==> src/hwp_defs.svh <==
// constants for the write-cycle and hardware-protect block
`ifndef HWP_DEFS_SVH
`define HWP_DEFS_SVH

`define HWP_NIB_START_WRITE 4'hE
`define HWP_NIB_SIZE_ONE    4'h0
`define HWP_NIB_SYNC_READY  4'h0
`define HWP_NIB_TAR_ONES    4'hF

`define HWP_ADDR_W          28
`define HWP_ADDR_LAST_NIB   3'h6
`define HWP_DECODE_MSB      19
`define HWP_SPACE_BIT       22
`define HWP_SECTOR_MSB      19
`define HWP_SECTOR_LSB      16
`define HWP_TOP_SECTOR      4'hF
`define HWP_LOCK_REG_OFS    16'h0002
`define HWP_LOCK_OFS_MSB    15

`define HWP_LR_WLOCK        0
`define HWP_LR_LOCKDOWN     1
`define HWP_LR_RLOCK        2
`define HWP_LR_RESET        3'h1
`define HWP_NUM_SECTORS     16

`define HWP_STRAP_RESET     4'h0
`define HWP_PIN_SYNC_RESET  2'h3

`endif

==> src/hwp_pkg.sv <==
// types shared by the write-cycle and lock register modules
package hwp_pkg;

  typedef enum logic [9:0] {
    HWP_ST_IDLE  = 10'b00_0000_0001,
    HWP_ST_START = 10'b00_0000_0010,
    HWP_ST_ADDR  = 10'b00_0000_0100,
    HWP_ST_SIZE  = 10'b00_0000_1000,
    HWP_ST_DLO   = 10'b00_0001_0000,
    HWP_ST_DHI   = 10'b00_0010_0000,
    HWP_ST_TAR0  = 10'b00_0100_0000,
    HWP_ST_TAR1  = 10'b00_1000_0000,
    HWP_ST_SYNC  = 10'b01_0000_0000,
    HWP_ST_RTAR  = 10'b10_0000_0000
  } hwp_state_t;

  typedef struct packed {
    hwp_state_t  st;
    logic [2:0]  cnt;
    logic [27:0] addr;
    logic [3:0]  dlo;
    logic [3:0]  bus_out;
    logic        bus_oe_n;
    logic        core_wr;
    logic [19:0] core_addr;
    logic [7:0]  core_data;
    logic        core_protect;
    logic        lock_wr;
    logic [3:0]  lock_sector;
    logic [2:0]  lock_data;
    logic [1:0]  top_sync;
    logic [1:0]  gen_sync;
    logic [3:0]  strap_s1;
    logic [3:0]  strap_s2;
    logic        top_act;
    logic        gen_act;
  } hwp_main_t;

  typedef struct packed {
    logic [15:0][2:0] lock;
  } hwp_lock_t;

endpackage

==> src/hwp_lock_if.sv <==
// carrier between the cycle engine and the sector lock registers
interface hwp_lock_if;
  logic        lock_wr;
  logic [3:0]  lock_sector;
  logic [2:0]  lock_data;
  logic [15:0] wlock;
  logic [15:0] rlock;

  modport engine (
    output lock_wr,
    output lock_sector,
    output lock_data,
    input  wlock,
    input  rlock
  );

  modport regs (
    input  lock_wr,
    input  lock_sector,
    input  lock_data,
    output wlock,
    output rlock
  );
endinterface

==> src/hwp_write_cycle.sv <==
// target-side single-byte write cycle engine with hardware write protect
`include "hwp_defs.svh"

// Behaviour
// - write starts on nibble 1110b with strobe low; last start before release counts
// - clock two select nibble must equal the strapped select inputs to participate
// - clocks three to nine carry 28 address bits, most significant nibble first
// - clock ten size nibble 0000b means one byte; only single bytes supported
// - data low nibble in clock 11, high nibble in clock 12
// - device takes bus in clock 14 and drives ready 0000 in clock 15
// - device drives 1111b in clock 16 then floats; host resumes in 17
// - each nibble is sampled on the rising edge of its own clock
// - lines stay high impedance whenever the device is not selected
// - only the lowest 20 address bits and bit 22 are decoded; other upper bits ignored
// - address bit 22 high selects flash array, low selects register space
// - bad size nibble resets the machine, no operation, no response
// - after valid start, select and size, all later inputs are taken as valid
// - strobe low mid-cycle releases the lines and resets the machine
// - abort never stops a program or erase already running
// - nothing starts before the last data nibble; abort by clock 12 is harmless
// - top protect input low blocks program and erase of sector 15
// - general protect input blocks the lower fifteen sectors, independent of top
// - protect inputs are sampled when a program or erase starts
// - protect changes during suspend take effect only after the operation completes
// - active protect blocks writes despite clear write lock; read lock still works
module hwp_write_cycle
  import hwp_pkg::*;
(
  input  wire logic        clock,
  input  wire logic        rst,
  input  wire logic [3:0]  bus_nibble_in,
  output wire logic [3:0]  bus_nibble_out,
  output wire logic        bus_nibble_oe_n,
  input  wire logic        frame_strobe_n,
  input  wire logic [3:0]  select_straps,
  input  wire logic        top_sector_protect_n,
  input  wire logic        gen_sector_protect_n,
  input  wire logic        core_busy,
  input  wire logic        core_suspend,
  output wire logic        core_wr,
  output wire logic [19:0] core_addr,
  output wire logic [7:0]  core_data,
  output wire logic        core_protect,
  output wire logic [15:0] sector_read_lock
);

  localparam hwp_main_t MAIN_RESET = '{
    st:           HWP_ST_IDLE,
    cnt:          3'h0,
    addr:         28'h000_0000,
    dlo:          4'h0,
    bus_out:      `HWP_NIB_TAR_ONES,
    bus_oe_n:     1'b1,
    core_wr:      1'b0,
    core_addr:    20'h0_0000,
    core_data:    8'h00,
    core_protect: 1'b0,
    lock_wr:      1'b0,
    lock_sector:  4'h0,
    lock_data:    3'h0,
    top_sync:     `HWP_PIN_SYNC_RESET,
    gen_sync:     `HWP_PIN_SYNC_RESET,
    strap_s1:     `HWP_STRAP_RESET,
    strap_s2:     `HWP_STRAP_RESET,
    top_act:      1'b1,
    gen_act:      1'b1
  };

  hwp_main_t   q;
  hwp_main_t   d;
  hwp_lock_if  lk ();

  function automatic logic [3:0] sector_of(input logic [27:0] a);
    sector_of = a[`HWP_SECTOR_MSB:`HWP_SECTOR_LSB];
  endfunction

  // pick the protect pin that covers the sector
  function automatic logic pin_blocks(input logic [3:0] sec,
                                      input logic       top_on,
                                      input logic       gen_on);
    if (sec == `HWP_TOP_SECTOR)
    begin
      pin_blocks = top_on;
    end
    else
    begin
      pin_blocks = gen_on;
    end
  endfunction

  // a pin blocks its sectors even when the write lock is clear; the lock still counts alone
  function automatic logic protect_of(input logic [3:0] sec,
                                      input logic       top_on,
                                      input logic       gen_on,
                                      input logic       wl);
    protect_of = pin_blocks(sec, top_on, gen_on) | wl;
  endfunction

  // one address bit splits array space from register space
  function automatic logic flash_space(input logic [27:0] a);
    flash_space = a[`HWP_SPACE_BIT];
  endfunction

  function automatic logic lock_reg_hit(input logic [27:0] a);
    lock_reg_hit = (a[`HWP_LOCK_OFS_MSB:0] == `HWP_LOCK_REG_OFS);
  endfunction

  // only a write start nibble opens a cycle; anything else parks the machine
  function automatic hwp_state_t restart_state(input logic [3:0] nib);
    if (nib == `HWP_NIB_START_WRITE)
    begin
      restart_state = HWP_ST_START;
    end
    else
    begin
      restart_state = HWP_ST_IDLE;
    end
  endfunction

  // most significant nibble arrives first, so shift left and append
  function automatic logic [27:0] next_addr(input logic [27:0] a,
                                            input logic [3:0]  nib);
    next_addr = {a[23:0], nib};
  endfunction

  function automatic logic [7:0] byte_of(input logic [3:0] hi,
                                         input logic [3:0] lo);
    byte_of = {hi, lo};
  endfunction

  // synchroniser step: callers read only bit 1, never the first stage
  function automatic logic [1:0] sync_step(input logic [1:0] s,
                                           input logic       pin);
    sync_step = {s[0], pin};
  endfunction

  function automatic logic pin_active(input logic [1:0] s);
    pin_active = ~s[1];
  endfunction

  // cycle walk, by the rising edge that samples each field:
  //   1 start, 2 select, 3-9 address, 10 size, 11-12 data low then high
  //   13-14 host turnaround, the lines come to us after 14
  //   after 14 we drive ready, after 15 ones, after 16 we let go
  // the byte leaves for the array one clock after edge 12 and never earlier,
  // so an abort up to edge 12 costs nothing; the release after an abort
  // is one clock late because every output comes from a flop
  always_comb
  begin
    d = q;
    d.core_wr = 1'b0;
    d.lock_wr = 1'b0;

    // protect pins and straps are asynchronous: two flops before use
    d.top_sync = sync_step(q.top_sync, top_sector_protect_n);
    d.gen_sync = sync_step(q.gen_sync, gen_sector_protect_n);
    d.strap_s1 = select_straps;
    d.strap_s2 = q.strap_s1;

    // track pins only while the array is idle; frozen across busy and suspend
    if (!core_busy && !core_suspend)
    begin
      d.top_act = pin_active(q.top_sync);
      d.gen_act = pin_active(q.gen_sync);
    end

    if (!frame_strobe_n)
    begin
      // strobe low always restarts; a later start nibble replaces an earlier one
      d.bus_oe_n = 1'b1;
      d.bus_out  = `HWP_NIB_TAR_ONES;
      d.cnt      = 3'h0;
      d.st       = restart_state(bus_nibble_in);
    end
    else
    begin
      case (q.st)
        HWP_ST_IDLE:
        begin
          d.bus_oe_n = 1'b1;
        end
        HWP_ST_START:
        begin
          if (bus_nibble_in == q.strap_s2)
          begin
            d.st  = HWP_ST_ADDR;
            d.cnt = 3'h0;
          end
          else
          begin
            d.st = HWP_ST_IDLE;
          end
        end
        HWP_ST_ADDR:
        begin
          d.addr = next_addr(q.addr, bus_nibble_in);
          if (q.cnt == `HWP_ADDR_LAST_NIB)
          begin
            d.st = HWP_ST_SIZE;
          end
          else
          begin
            d.cnt = q.cnt + 3'h1;
          end
        end
        HWP_ST_SIZE:
        begin
          if (bus_nibble_in == `HWP_NIB_SIZE_ONE)
          begin
            d.st = HWP_ST_DLO;
          end
          else
          begin
            d.st = HWP_ST_IDLE;
          end
        end
        HWP_ST_DLO:
        begin
          d.dlo = bus_nibble_in;
          d.st  = HWP_ST_DHI;
        end
        HWP_ST_DHI:
        begin
          // last nibble in: only now may anything reach the array or the locks
          d.st = HWP_ST_TAR0;
          if (flash_space(q.addr))
          begin
            d.core_wr      = 1'b1;
            d.core_addr    = q.addr[`HWP_DECODE_MSB:0];
            d.core_data    = byte_of(bus_nibble_in, q.dlo);
            d.core_protect = protect_of(sector_of(q.addr), q.top_act, q.gen_act,
                                        lk.wlock[sector_of(q.addr)]);
          end
          else if (lock_reg_hit(q.addr))
          begin
            d.lock_wr     = 1'b1;
            d.lock_sector = sector_of(q.addr);
            d.lock_data   = q.dlo[2:0];
          end
        end
        HWP_ST_TAR0:
        begin
          // host owns the lines with 1111b here; nothing to sample
          d.st = HWP_ST_TAR1;
        end
        HWP_ST_TAR1:
        begin
          d.bus_oe_n = 1'b0;
          d.bus_out  = `HWP_NIB_SYNC_READY;
          d.st       = HWP_ST_SYNC;
        end
        HWP_ST_SYNC:
        begin
          d.bus_out = `HWP_NIB_TAR_ONES;
          d.st      = HWP_ST_RTAR;
        end
        HWP_ST_RTAR:
        begin
          d.bus_oe_n = 1'b1;
          d.st       = HWP_ST_IDLE;
        end
        default:
        begin
          d.bus_oe_n = 1'b1;
          d.st       = HWP_ST_IDLE;
        end
      endcase
    end
  end

  // sampling on the rising edge of each field's own clock
  always_ff @(posedge clock or posedge rst)
  begin
    if (rst)
    begin
      q <= MAIN_RESET;
    end
    else
    begin
      q <= d;
    end
  end

  assign lk.lock_wr     = q.lock_wr;
  assign lk.lock_sector = q.lock_sector;
  assign lk.lock_data   = q.lock_data;

  hwp_lock_regs u_lock (
    .clock (clock),
    .rst   (rst),
    .lk    (lk.regs)
  );

  // abort has no path to the array: a running program or erase carries on
  assign core_wr          = q.core_wr;
  assign core_addr        = q.core_addr;
  assign core_data        = q.core_data;
  assign core_protect     = q.core_protect;
  assign bus_nibble_out   = q.bus_out;
  assign bus_nibble_oe_n  = q.bus_oe_n;
  assign sector_read_lock = lk.rlock;

endmodule

==> src/hwp_lock_regs.sv <==
// sector lock registers: write lock, lock-down and read lock per sector
`include "hwp_defs.svh"

module hwp_lock_regs
  import hwp_pkg::*;
(
  input wire logic clock,
  input wire logic rst,
  hwp_lock_if.regs lk
);

  hwp_lock_t q;
  hwp_lock_t d;

  always_comb
  begin
    d = q;
    // lock-down freezes the whole entry until reset
    if (lk.lock_wr && !q.lock[lk.lock_sector][`HWP_LR_LOCKDOWN])
    begin
      d.lock[lk.lock_sector] = lk.lock_data;
    end
  end

  always_ff @(posedge clock or posedge rst)
  begin
    if (rst)
    begin
      q <= '{lock: {`HWP_NUM_SECTORS{`HWP_LR_RESET}}};
    end
    else
    begin
      q <= d;
    end
  end

  genvar i;
  generate
    for (i = 0; i < `HWP_NUM_SECTORS; i++)
    begin : g_bits
      assign lk.wlock[i] = q.lock[i][`HWP_LR_WLOCK];
      assign lk.rlock[i] = q.lock[i][`HWP_LR_RLOCK];
    end
  endgenerate

endmodule

==> config.mk <==
export PLATFORM = sky130hd
export DESIGN_NAME = hwp_write_cycle
export DESIGN_NICKNAME = d
export VERILOG_FILES = /design/src/hwp_pkg.sv /design/src/hwp_lock_if.sv /design/src/hwp_write_cycle.sv /design/src/hwp_lock_regs.sv
export VERILOG_INCLUDE_DIRS = /design/src
export SDC_FILE = /design/constraint.sdc
export NUM_CORES = 1
export LEC_CHECK = 0
export ABC_AREA = 1
export BUFFER_PORTS_ARGS = -buffer_cell sky130_fd_sc_hd__buf_2
export CAP_MARGIN = 20
export CORE_UTILIZATION = 55
export DETAILED_ROUTE_END_ITERATION = 8
export GPL_ROUTABILITY_DRIVEN = 0
export GPL_TIMING_DRIVEN = 0
export PLACE_DENSITY_LB_ADDON = 0.3
export SLEW_MARGIN = 20
export SYNTH_ARGS = -nofsm -noshare
export SYNTH_HDL_FRONTEND = slang
export SYNTH_SLANG_ARGS = --single-unit
==> constraint.sdc <==
create_clock -name clock -period 10.85 [get_ports clock]
set_clock_uncertainty 0.05 [all_clocks]
set_input_delay 2.17 -clock clock [delete_from_list [all_inputs] [get_ports clock]]
set_output_delay 2.17 -clock clock [all_outputs]
set_load 0.005 [all_outputs]
==> results of run 1 <==
[logic make-up (layout without fill, tap and decap cells)]
logic type,after synthesis,count (layout),share of synthesized area
xor gates and xnor gates,4,4,0.005284
muxes,1,1,0.001510
DFF,140,140,0.5332
adders and majority gates,2,2,0.003774
and+or+nand+nor,392,392,0.2716
buffers and inverters,151,248,0.1229
AOI/OAI and AO/OA,78,78,0.06172
[worst max path at each step]
stage | end | cells after the start | slack, ns | from
after CTS | bus_nibble_out[1] | 2 | 7.40 | bus_nibble_out[2]
after global placement | q[94] | 2 | 3.57 | rst
after detailed placement | q[80] | 7 | 7.37 | frame_strobe_n
after global routing | bus_nibble_out[1] | 2 | 7.38 | bus_nibble_out[2]
final | bus_nibble_out[1] | 2 | 7.42 | bus_nibble_out[2]
after floorplan | core_addr[0] | 1 | 4.92 | rst
[flip-flops by register name (all words and copies together), names as in the netlist, 3 cells and up]
signal	count
u_lock.q	16
u_lock.lk.rlock	16
lk.lock_sector	4
lk.lock_data	3
core_addr	20
q	46
u_lock.lk.wlock	16
d	6
core_data	8
[per-layer routing]
| metal | wire length [microns] | share of wire | vias up |
|---|---|---|---|
| met2 | 7903 | 0.51 | 230 |
| met4 | 471 | 0.030 | 0 |
| li1 | - | - | 2607 |
| met5 | 0 | 0 | - |
| met1 | 6298 | 0.40 | 2665 |
| met3 | 882 | 0.057 | 38 |
[where the power goes]
| group | internal (mW) | switching, mW | total (mW) |
|---|---|---|---|
| logic | 0.00988 | 0.0268 | 0.0366 |
| registers | 0.533 | 0.00528 | 0.538 |
| clock network | 0.415 | 0.226 | 0.641 |
[cell usage in the layout, fill, tap and decap left out, types with 11 or more instances in the layout]
| master | instances |
|---|---|
| buf_2 | 75 |
| buf_4 | 54 |
| clkbuf_1 | 11 |
| clkbuf_16 | 17 |
| dfrtp_1 | 115 |
| dfstp_2 | 25 |
| inv_1 | 65 |
| nand2_1 | 210 |
| nand3_1 | 25 |
| nand3_2 | 12 |
| nand4_1 | 57 |
| nor2_1 | 61 |
| o21ai_0 | 57 |
[layout make-up]
class / count / area, sq um
tap: 143 / 178.9
inverter: 71 / 275.3
buffer: 80 / 546.8
clock inverter: 13 / 212.7
multi-input combinational: 477 / 2280
sequential: 140 / 3535
clock buffer: 19 / 442.9
timing repair buffer: 65 / 347.8
fill: 890 / 3746
[worst max-delay path: stages, from the launching register on]
cell     delay, ns
dfstp_2       0.56
buf_4         0.11
buf_2         0.11
[per-stage QoR]
stage / worst slack (ns) / instances / total power [mW]
floorplan: 4.919 / 768 / 0.5687
global placement: 3.567 / 975 / 0.5799
detailed placement: 7.373 / 976 / 0.5835
CTS: 7.403 / 1008 / 1.222
global route: 7.379 / 1008 / 1.252
finish: 7.419 / 1008 / 1.216
==> impl_metrics.tcl, run 1 <==
set metrics [dict create \
    area_growth_pct 17.95 \
    vias 5540 \
    syn_nets 785 \
    p_per_area_nw_per_um2 155.5 \
    slew_headroom 0.6632 \
    p_leak_nw 4.037 \
    ys_seq_area_frac 0.5332 \
    top_usage_layer "met2" \
    fin_crit_sh 0.3162 \
    holdCritPathClass "flip-flop to flip-flop" \
    finalMaxSlewViolations 0 \
    root_buffer "clkbuf_16" \
    min_period_ns 3.431 \
    worst_setup_path_start_kind "flip-flop" \
    grt_pass1_vias 5505 \
    fmax_ghz 0.2915 \
    hold-path-endpoint "q[5]" \
    whs_path_depth 0 \
    totalWireLength_microns 15560 \
    n_antenna_cell 0 \
    cts_tree "yes" \
    maxCapViolations 0 \
    post-route-drc-count 5 \
    async_flop_share 1.000 \
    syn_area_sq_um 6629 \
    ys.flop_type "dfrtp_1" \
    synth_edf_count 0 \
    drt_iter0_markers 452 \
    rows 39 \
    r2r-end "q[76]" \
    grt_util_met3 0.06206 \
    setup-violations-final 0 \
    grt_start_max_net_pins 81 \
    die_h_microns 111.8 \
    placed_area_sq_um 7163 \
    grt_usage 0.2709 \
    ioPinCount 66 \
    ys_ff_latch 140 \
    grtUsageMet1 0.3403 \
    yosys-top-cells-area "dfrtp_1 43%, nand2_1 12%, dfstp_2 9.9%, buf_4 6.1%, nand4_1 5.4%" \
    vias_per_cell 5.496 \
    post-cts-setup-buffers 0 \
    port_buffers 64 \
    worstPathRequired_ns 8.63 \
    final_util 0.6761 \
    layout-drive-gt1-share 0.2624 \
    cts_resized 0 \
    use_met2 0.4455 \
    h-tree-depth 4 \
    nNetsFinal 869 \
    insertion_delay_ns 0.42 \
    ant_nets 0 \
    fin_area_sq_um 7819 \
    tightest_slew_ns 0.5053 \
    core-area_sq_um 11560 \
    status "finished with violations" \
    grt_pass1_wl_microns 26350 \
    drt_first_pass_iters 7 \
    synth_top_area_frac 0.4341 \
    holdWs_ns 0.2999 \
    ctsHoldBuffers 0 \
    yosysUniqueCellTypes 33 \
    min_from "d[5]" \
    synth_area_per_cell_sq_um 8.631 \
    post-synth-top-count-cell "nand2_1" \
    failed_checks "design-rule violations" \
    rsz0062_at_grt "no" \
    rr_startpoint "q[96]" \
    hold_viol_final 0 \
    regToRegSetupSlack_ns 8.84 \
    synth_cells 768 \
    clockBufferDepth 2 \
    yosys_warnings 0 \
    rr_worst_depth 8 \
    die_area_sq_um 12500 \
    cp-end-kind "primary output" \
    yosysTopAreaCell "dfrtp_1" \
    arrival_ns 1.21 \
    clkTransAtPathRegs_ns 0.06 \
    die_w_microns 111.8 \
    clock-sinks 140 \
    initial_core_util 0.5732 \
    wl_per_cell_microns 15.43 \
    ys_top_cells_by_count "210 x nand2_1, 115 x dfrtp_1, 66 x inv_1, 61 x nor2_1" \
    path_class "flip-flop to primary output" \
    cp_max_fo 5 \
    dpl.hpwl_microns 10610 \
    setup_tns_ns 0 \
    cts_made_buffers 17 \
    grt_overflow 0 \
    antenna_found_initial 0 \
    ir_drop_v 0.0001194 \
]
Power figures use the tool's default switching activity.
==> run 2: changes to the inputs <==
==> constraint.sdc (replaced) <==
create_clock -name clock -period 3.6 [get_ports clock]
set_clock_uncertainty 0.05 [all_clocks]
set_input_delay 0.72 -clock clock [delete_from_list [all_inputs] [get_ports clock]]
set_output_delay 0.72 -clock clock [all_outputs]
set_load 0.005 [all_outputs]
==> run 2 against run 1 <==
The flow still finishes with violations (design-rule violations). Sequential cell count stayed put. Sequential share of layout area is 0.10 points lower. Highest routed layer unchanged. Power grew to 2.9 times the previous value. Combinational power grew to 3.3 times the previous value. Via count up 0.18%. Core utilization up 0.15 points. Largest cell class unchanged. Critical path type unchanged. Cell area increased by 0.22%.
==> impl_metrics.tcl, run 2 (synthesized netlist as in run 1, its figures left out) <==
set metrics [dict create \
    grt_start_max_net_pins 28 \
    slew_headroom 0.6565 \
    vias_per_cell 5.490 \
    final_cell_mix "210 x nand2_1, 115 x dfrtp_1, 75 x buf_2" \
    fin_area_sq_um 7836 \
    tightest_slew_ns 0.5134 \
    top_register "q" \
    core-area_sq_um 11560 \
    die_h_microns 111.8 \
    cts_made_buffers 17 \
    ant_nets 0 \
    clockBufferDepth 2 \
    clkTransAtPathRegs_ns 0.05 \
    ioPinCount 66 \
    h-tree-depth 4 \
    rr_startpoint "q[96]" \
    vias 5550 \
    cts_resized 0 \
    n_antenna_cell 0 \
    maxCapViolations 0 \
    fin_crit_sh 0.5453 \
    drt_iter0_markers 329 \
    fmax_ghz 0.5094 \
    p_leak_nw 4.053 \
    worst_setup_path_start_kind "flip-flop" \
    hold_viol_final 0 \
    grt_pass1_vias 5562 \
    path_class "flip-flop to primary output" \
    min_period_ns 1.963 \
    rsz0062_at_grt "no" \
    die_area_sq_um 12500 \
    failed_checks "design-rule violations" \
    post-cts-setup-buffers 0 \
    worstPathRequired_ns 2.83 \
    cpMaxStageDelayCell "dfstp_2" \
    setup_tns_ns 0 \
    area_growth_pct 18.21 \
    dpl.hpwl_microns 11110 \
    drt_first_pass_iters 9 \
    wl_per_cell_microns 15.20 \
    cp_max_fo 5 \
    regToRegSetupSlack_ns 1.66 \
    status "finished with violations" \
    setup-violations-final 0 \
    largest_reg_flops 46 \
    initial_core_util 0.5732 \
    die_w_microns 111.8 \
    crit_chain "buf_4 > buf_2" \
    nNetsFinal 873 \
    root_buffer "clkbuf_16" \
    cts_tree "yes" \
    placed_area_sq_um 7247 \
    post-route-drc-count 5 \
    grt_usage 0.2689 \
    rows 39 \
    insertion_delay_ns 0.42 \
    cpPeakStageDelay_ns 0.57 \
    rr_worst_depth 8 \
    arrival_ns 1.19 \
    cp-end-kind "primary output" \
    p_per_area_nw_per_um2 449.0 \
    grt_pass1_wl_microns 26360 \
    layout-drive-gt1-share 0.2604 \
    finalMaxSlewViolations 0 \
    ir_drop_v 0.0003137 \
    antenna_found_initial 0 \
    totalWireLength_microns 15370 \
    clock-sinks 140 \
    r2r-end "q[80]" \
    final_common_cell "nand2_1" \
    fillers 900 \
    holdCritPathClass "primary input to async pin" \
    ctsHoldBuffers 0 \
    grt_overflow 0 \
    port_buffers 64 \
]
[run 2: worst max-delay path by stage]
stage | endpoint | start | slack [ns] | cells after the start
2_1_floorplan | core_addr[0] | rst | 1.10 | 1
3_3_place_gp | q[95] | rst | 0.32 | 2
3_5_place_dp | q[80] | frame_strobe_n | 1.52 | 7
4_1_cts | bus_nibble_out[3] | bus_nibble_out[2] | 1.62 | 2
5_1_grt | core_addr[6] | q[94] | 1.44 | 9
6_report | bus_nibble_out[3] | bus_nibble_out[2] | 1.64 | 2
[run 2: layout make-up]
class,count,area (sq um),area share
Sequential cell,140,3535,0.4511
Multi-Input combinational cell,477,2280,0.2909
Buffer,80,546.8,0.06977
Clock buffer,22,444.2,0.05668
Timing Repair Buffer,69,435.4,0.05556
Inverter,71,271.5,0.03465
Tap cell,143,178.9,0.02283
Clock inverter,9,145.1,0.01852
[run 2: worst max-delay path, delay by kind of cell (launching register included)]
kind / cells / cell delay (ns)
buffers and inverters: 2 / 0.21
flip-flops: 1 / 0.57
[run 2: metal layers]
| metal | GRT usage | vias to the layer above | wire length (microns) |
|---|---|---|---|
| li1 | - | 2614 | - |
| met4 | 0.1306 | 0 | 501 |
| met3 | 0.05389 | 45 | 877 |
| met1 | 0.3383 | 2668 | 6350 |
| met5 | 0 | - | 0 |
| met2 | 0.4460 | 223 | 7641 |
[run 2: power by group]
part | total, mW | switching, mW | leakage, nW | internal [mW]
clock | 1.78 | 0.628 | 0.291 | 1.15
combinational | 0.122 | 0.0828 | 1.97 | 0.0391
sequential | 1.62 | 0.0158 | 1.79 | 1.61
total | 3.52 | 0.726 | 4.05 | 2.79
[run 2: through the flow]
step	total power, mW	instances	setup slack (ns)	util	hold WS (ns)
6_report	3.519	1011	1.637	0.6776	0.2742
3_5_place_dp	1.770	980	1.517	0.6266	0.2911
3_3_place_gp	1.749	975	0.3159	0.6167	0.2822
4_1_cts	3.543	1011	1.621	0.6776	0.2766
2_1_floorplan	1.714	768	1.101	-	0.2812
5_1_grt	3.629	1011	1.438	0.6776	0.3058
==> run 3: changes to the inputs <==
--- a/config.mk
+++ b/config.mk
@@ -9,7 +9,7 @@
 export ABC_AREA = 1
 export BUFFER_PORTS_ARGS = -buffer_cell sky130_fd_sc_hd__buf_2
 export CAP_MARGIN = 20
-export CORE_UTILIZATION = 55
+export CORE_UTILIZATION = 53
 export DETAILED_ROUTE_END_ITERATION = 8
 export GPL_ROUTABILITY_DRIVEN = 0
 export GPL_TIMING_DRIVEN = 0
==> constraint.sdc (replaced) <==
create_clock -name clock -period 1.7 [get_ports clock]
set_clock_uncertainty 0.05 [all_clocks]
set_input_delay 0.34 -clock clock [delete_from_list [all_inputs] [get_ports clock]]
set_output_delay 0.34 -clock clock [all_outputs]
set_load 0.005 [all_outputs]
==> run 3 against run 2 <==
The flow finishes with violations (negative setup slack). Largest power group unchanged. Power up 110%. Worst hold slack got worse by 0.14 ns. Sequential power is 110% higher. Critical path type is now flip-flop to flip-flop.
==> impl_metrics.tcl, run 3 (synthesized netlist as in run 1, its figures left out) <==
set metrics [dict create \
    cpPeakStageDelay_ns 0.51 \
    arrival_ns 2.13 \
    rr_worst_depth 11 \
    grt_pass1_vias 5408 \
    clock-sinks 140 \
    crit_path_start "lk.lock_sector[1]" \
    maxCapViolations 0 \
    die_h_microns 113.8 \
    regToRegSetupSlack_ns -0.17 \
    antenna_found_initial 0 \
    p_leak_nw 4.429 \
    drt_first_pass_iters 5 \
    worst_setup_path_start_kind "flip-flop" \
    ant_nets 0 \
    dpl.hpwl_microns 10950 \
    path_class "flip-flop to flip-flop" \
    vias 5947 \
    die_area_sq_um 12960 \
    die_w_microns 113.8 \
    post-route-drc-count 0 \
    critPathCapture "u_lock.lk.rlock[6]" \
    clkTransAtPathRegs_ns 0.05 \
    cts_made_buffers 17 \
    wl_per_cell_microns 16.96 \
    worstPathRequired_ns 1.96 \
    design_power_total_mw 7.523 \
    fmax_ghz 0.5352 \
    cts_tree "yes" \
    cp_max_fo 7 \
    grt_pass1_wl_microns 26190 \
    cp-end-kind "flip-flop" \
    setup-violations-final 60 \
    rsz0062_at_grt "yes" \
    initial_core_util 0.5473 \
    vias_per_cell 5.486 \
    cpMaxStageDelayCell "dfrtp_2" \
    insertion_delay_ns 0.42 \
    largest_reg_flops 46 \
    rr_startpoint "lk.lock_sector[1]" \
    crit_chain "nor2_4 > buf_4 > a22oi_1 > nand2_1 > nand2_1 > nand2_2 > clkinv_4 > clkbuf_16 > nand3_4 > nand2_2 > nand2_1" \
    rows 40 \
    slew_headroom 0.5990 \
    nNetsFinal 920 \
    failed_checks "negative setup slack" \
    placed_area_sq_um 7251 \
    ir_drop_v 0.0007618 \
    clockBufferDepth 2 \
    holdCritPathClass "primary input to flip-flop" \
    totalWireLength_microns 18390 \
    area_growth_pct 32.80 \
    grt_overflow 0 \
    tightest_slew_ns 0.5993 \
    n_antenna_cell 0 \
    drt_iter0_markers 422 \
    layout-drive-gt1-share 0.3559 \
    p_per_area_nw_per_um2 854.5 \
    min_period_ns 1.869 \
    fin_ws_ns -0.1685 \
    port_buffers 64 \
    fin_area_sq_um 8803 \
    hold_viol_final 0 \
    root_buffer "clkbuf_16" \
    final_common_cell "nand2_1" \
    final_cell_mix "187 x nand2_1, 112 x dfrtp_1, 79 x buf_4" \
    whs_path_depth 4 \
    r2r-end "u_lock.lk.rlock[6]" \
    h-tree-depth 4 \
    finalMaxSlewViolations 0 \
    fillers 856 \
    status "finished with violations" \
    fin_crit_sh 1.099 \
    ioPinCount 66 \
    crit_top_cell "nand2_1" \
    top_register "q" \
    core-area_sq_um 12110 \
    grt_start_max_net_pins 36 \
    grt_usage 0.2625 \
]
run 3: area by class of cell:
| type | instances | area [sq um] | area share |
|---|---|---|---|
| Sequential cell | 140 | 3538 | 0.4019 |
| Tap cell | 168 | 210.2 | 0.02388 |
| Buffer | 78 | 630.6 | 0.07163 |
| Multi-Input combinational cell | 478 | 2599 | 0.2952 |
| Clock inverter | 6 | 80.08 | 0.009096 |
| Clock buffer | 26 | 529.3 | 0.06012 |
| Timing Repair inverter | 1 | 6.256 | 0.0007106 |
| Inverter | 71 | 285.3 | 0.03240 |
| Timing Repair Buffer | 116 | 924.6 | 0.1050 |
run 3: how the worst min path moves through the flow:
stage,start,end
floorplan,d[2],q[2]
global placement,d[3],q[3]
detailed placement,d[2],q[2]
CTS,core_busy,q[0]
global route,core_busy,q[0]
finish,core_busy,q[0]
run 3: repair_timing:
item                                    in CTS  in global routing
cloned                                       1                  8
hold endpoints to repair                    33                  0
pin swaps                                    8                 34
endpoints found under the setup margin     107                116
gates resized for setup                     41                109
setup buffers                                6                 27
hold buffers                                 8                  0
run 3: stage by stage:
stage | setup TNS [ns] | instances | hold WS (ns) | setup slack (ns) | util
2_1_floorplan | -48.47 | 768 | 0.2812 | -0.4187 | -
3_3_place_gp | -154.83 | 1000 | 0.2817 | -1.192 | 0.5914
3_5_place_dp | -10.83 | 1004 | 0.2865 | -0.2554 | 0.5987
4_1_cts | -0.3468 | 1051 | 0.1257 | -0.03292 | 0.6700
5_1_grt | -12.65 | 1084 | 0.1551 | -0.2758 | 0.7269
6_report | -5.381 | 1084 | 0.1388 | -0.1685 | 0.7269
run 3: power breakdown:
group          internal (mW)  switching [mW]  leakage [nW]
Clock                   2.42            1.36         0.306
Combinational          0.112           0.194          2.34
Sequential              3.40          0.0363          1.79
Total                   5.94            1.59          4.43
run 3: layer usage:
| metal | track usage | vias up | routed length (microns) |
|---|---|---|---|
| li1 | - | 2719 | - |
| met1 | 0.3227 | 2900 | 7229 |
| met3 | 0.05260 | 68 | 871 |
| met2 | 0.4463 | 260 | 9505 |
| met5 | 0 | - | 0 |
| met4 | 0.1238 | 0 | 779 |
run 3: critical path: cells and delay by family (launching register included):
kind            cells  cell delay (ns)
flops               1             0.51
buf+inv             3             0.43
simple gates        7             0.57
compound gates      1             0.18
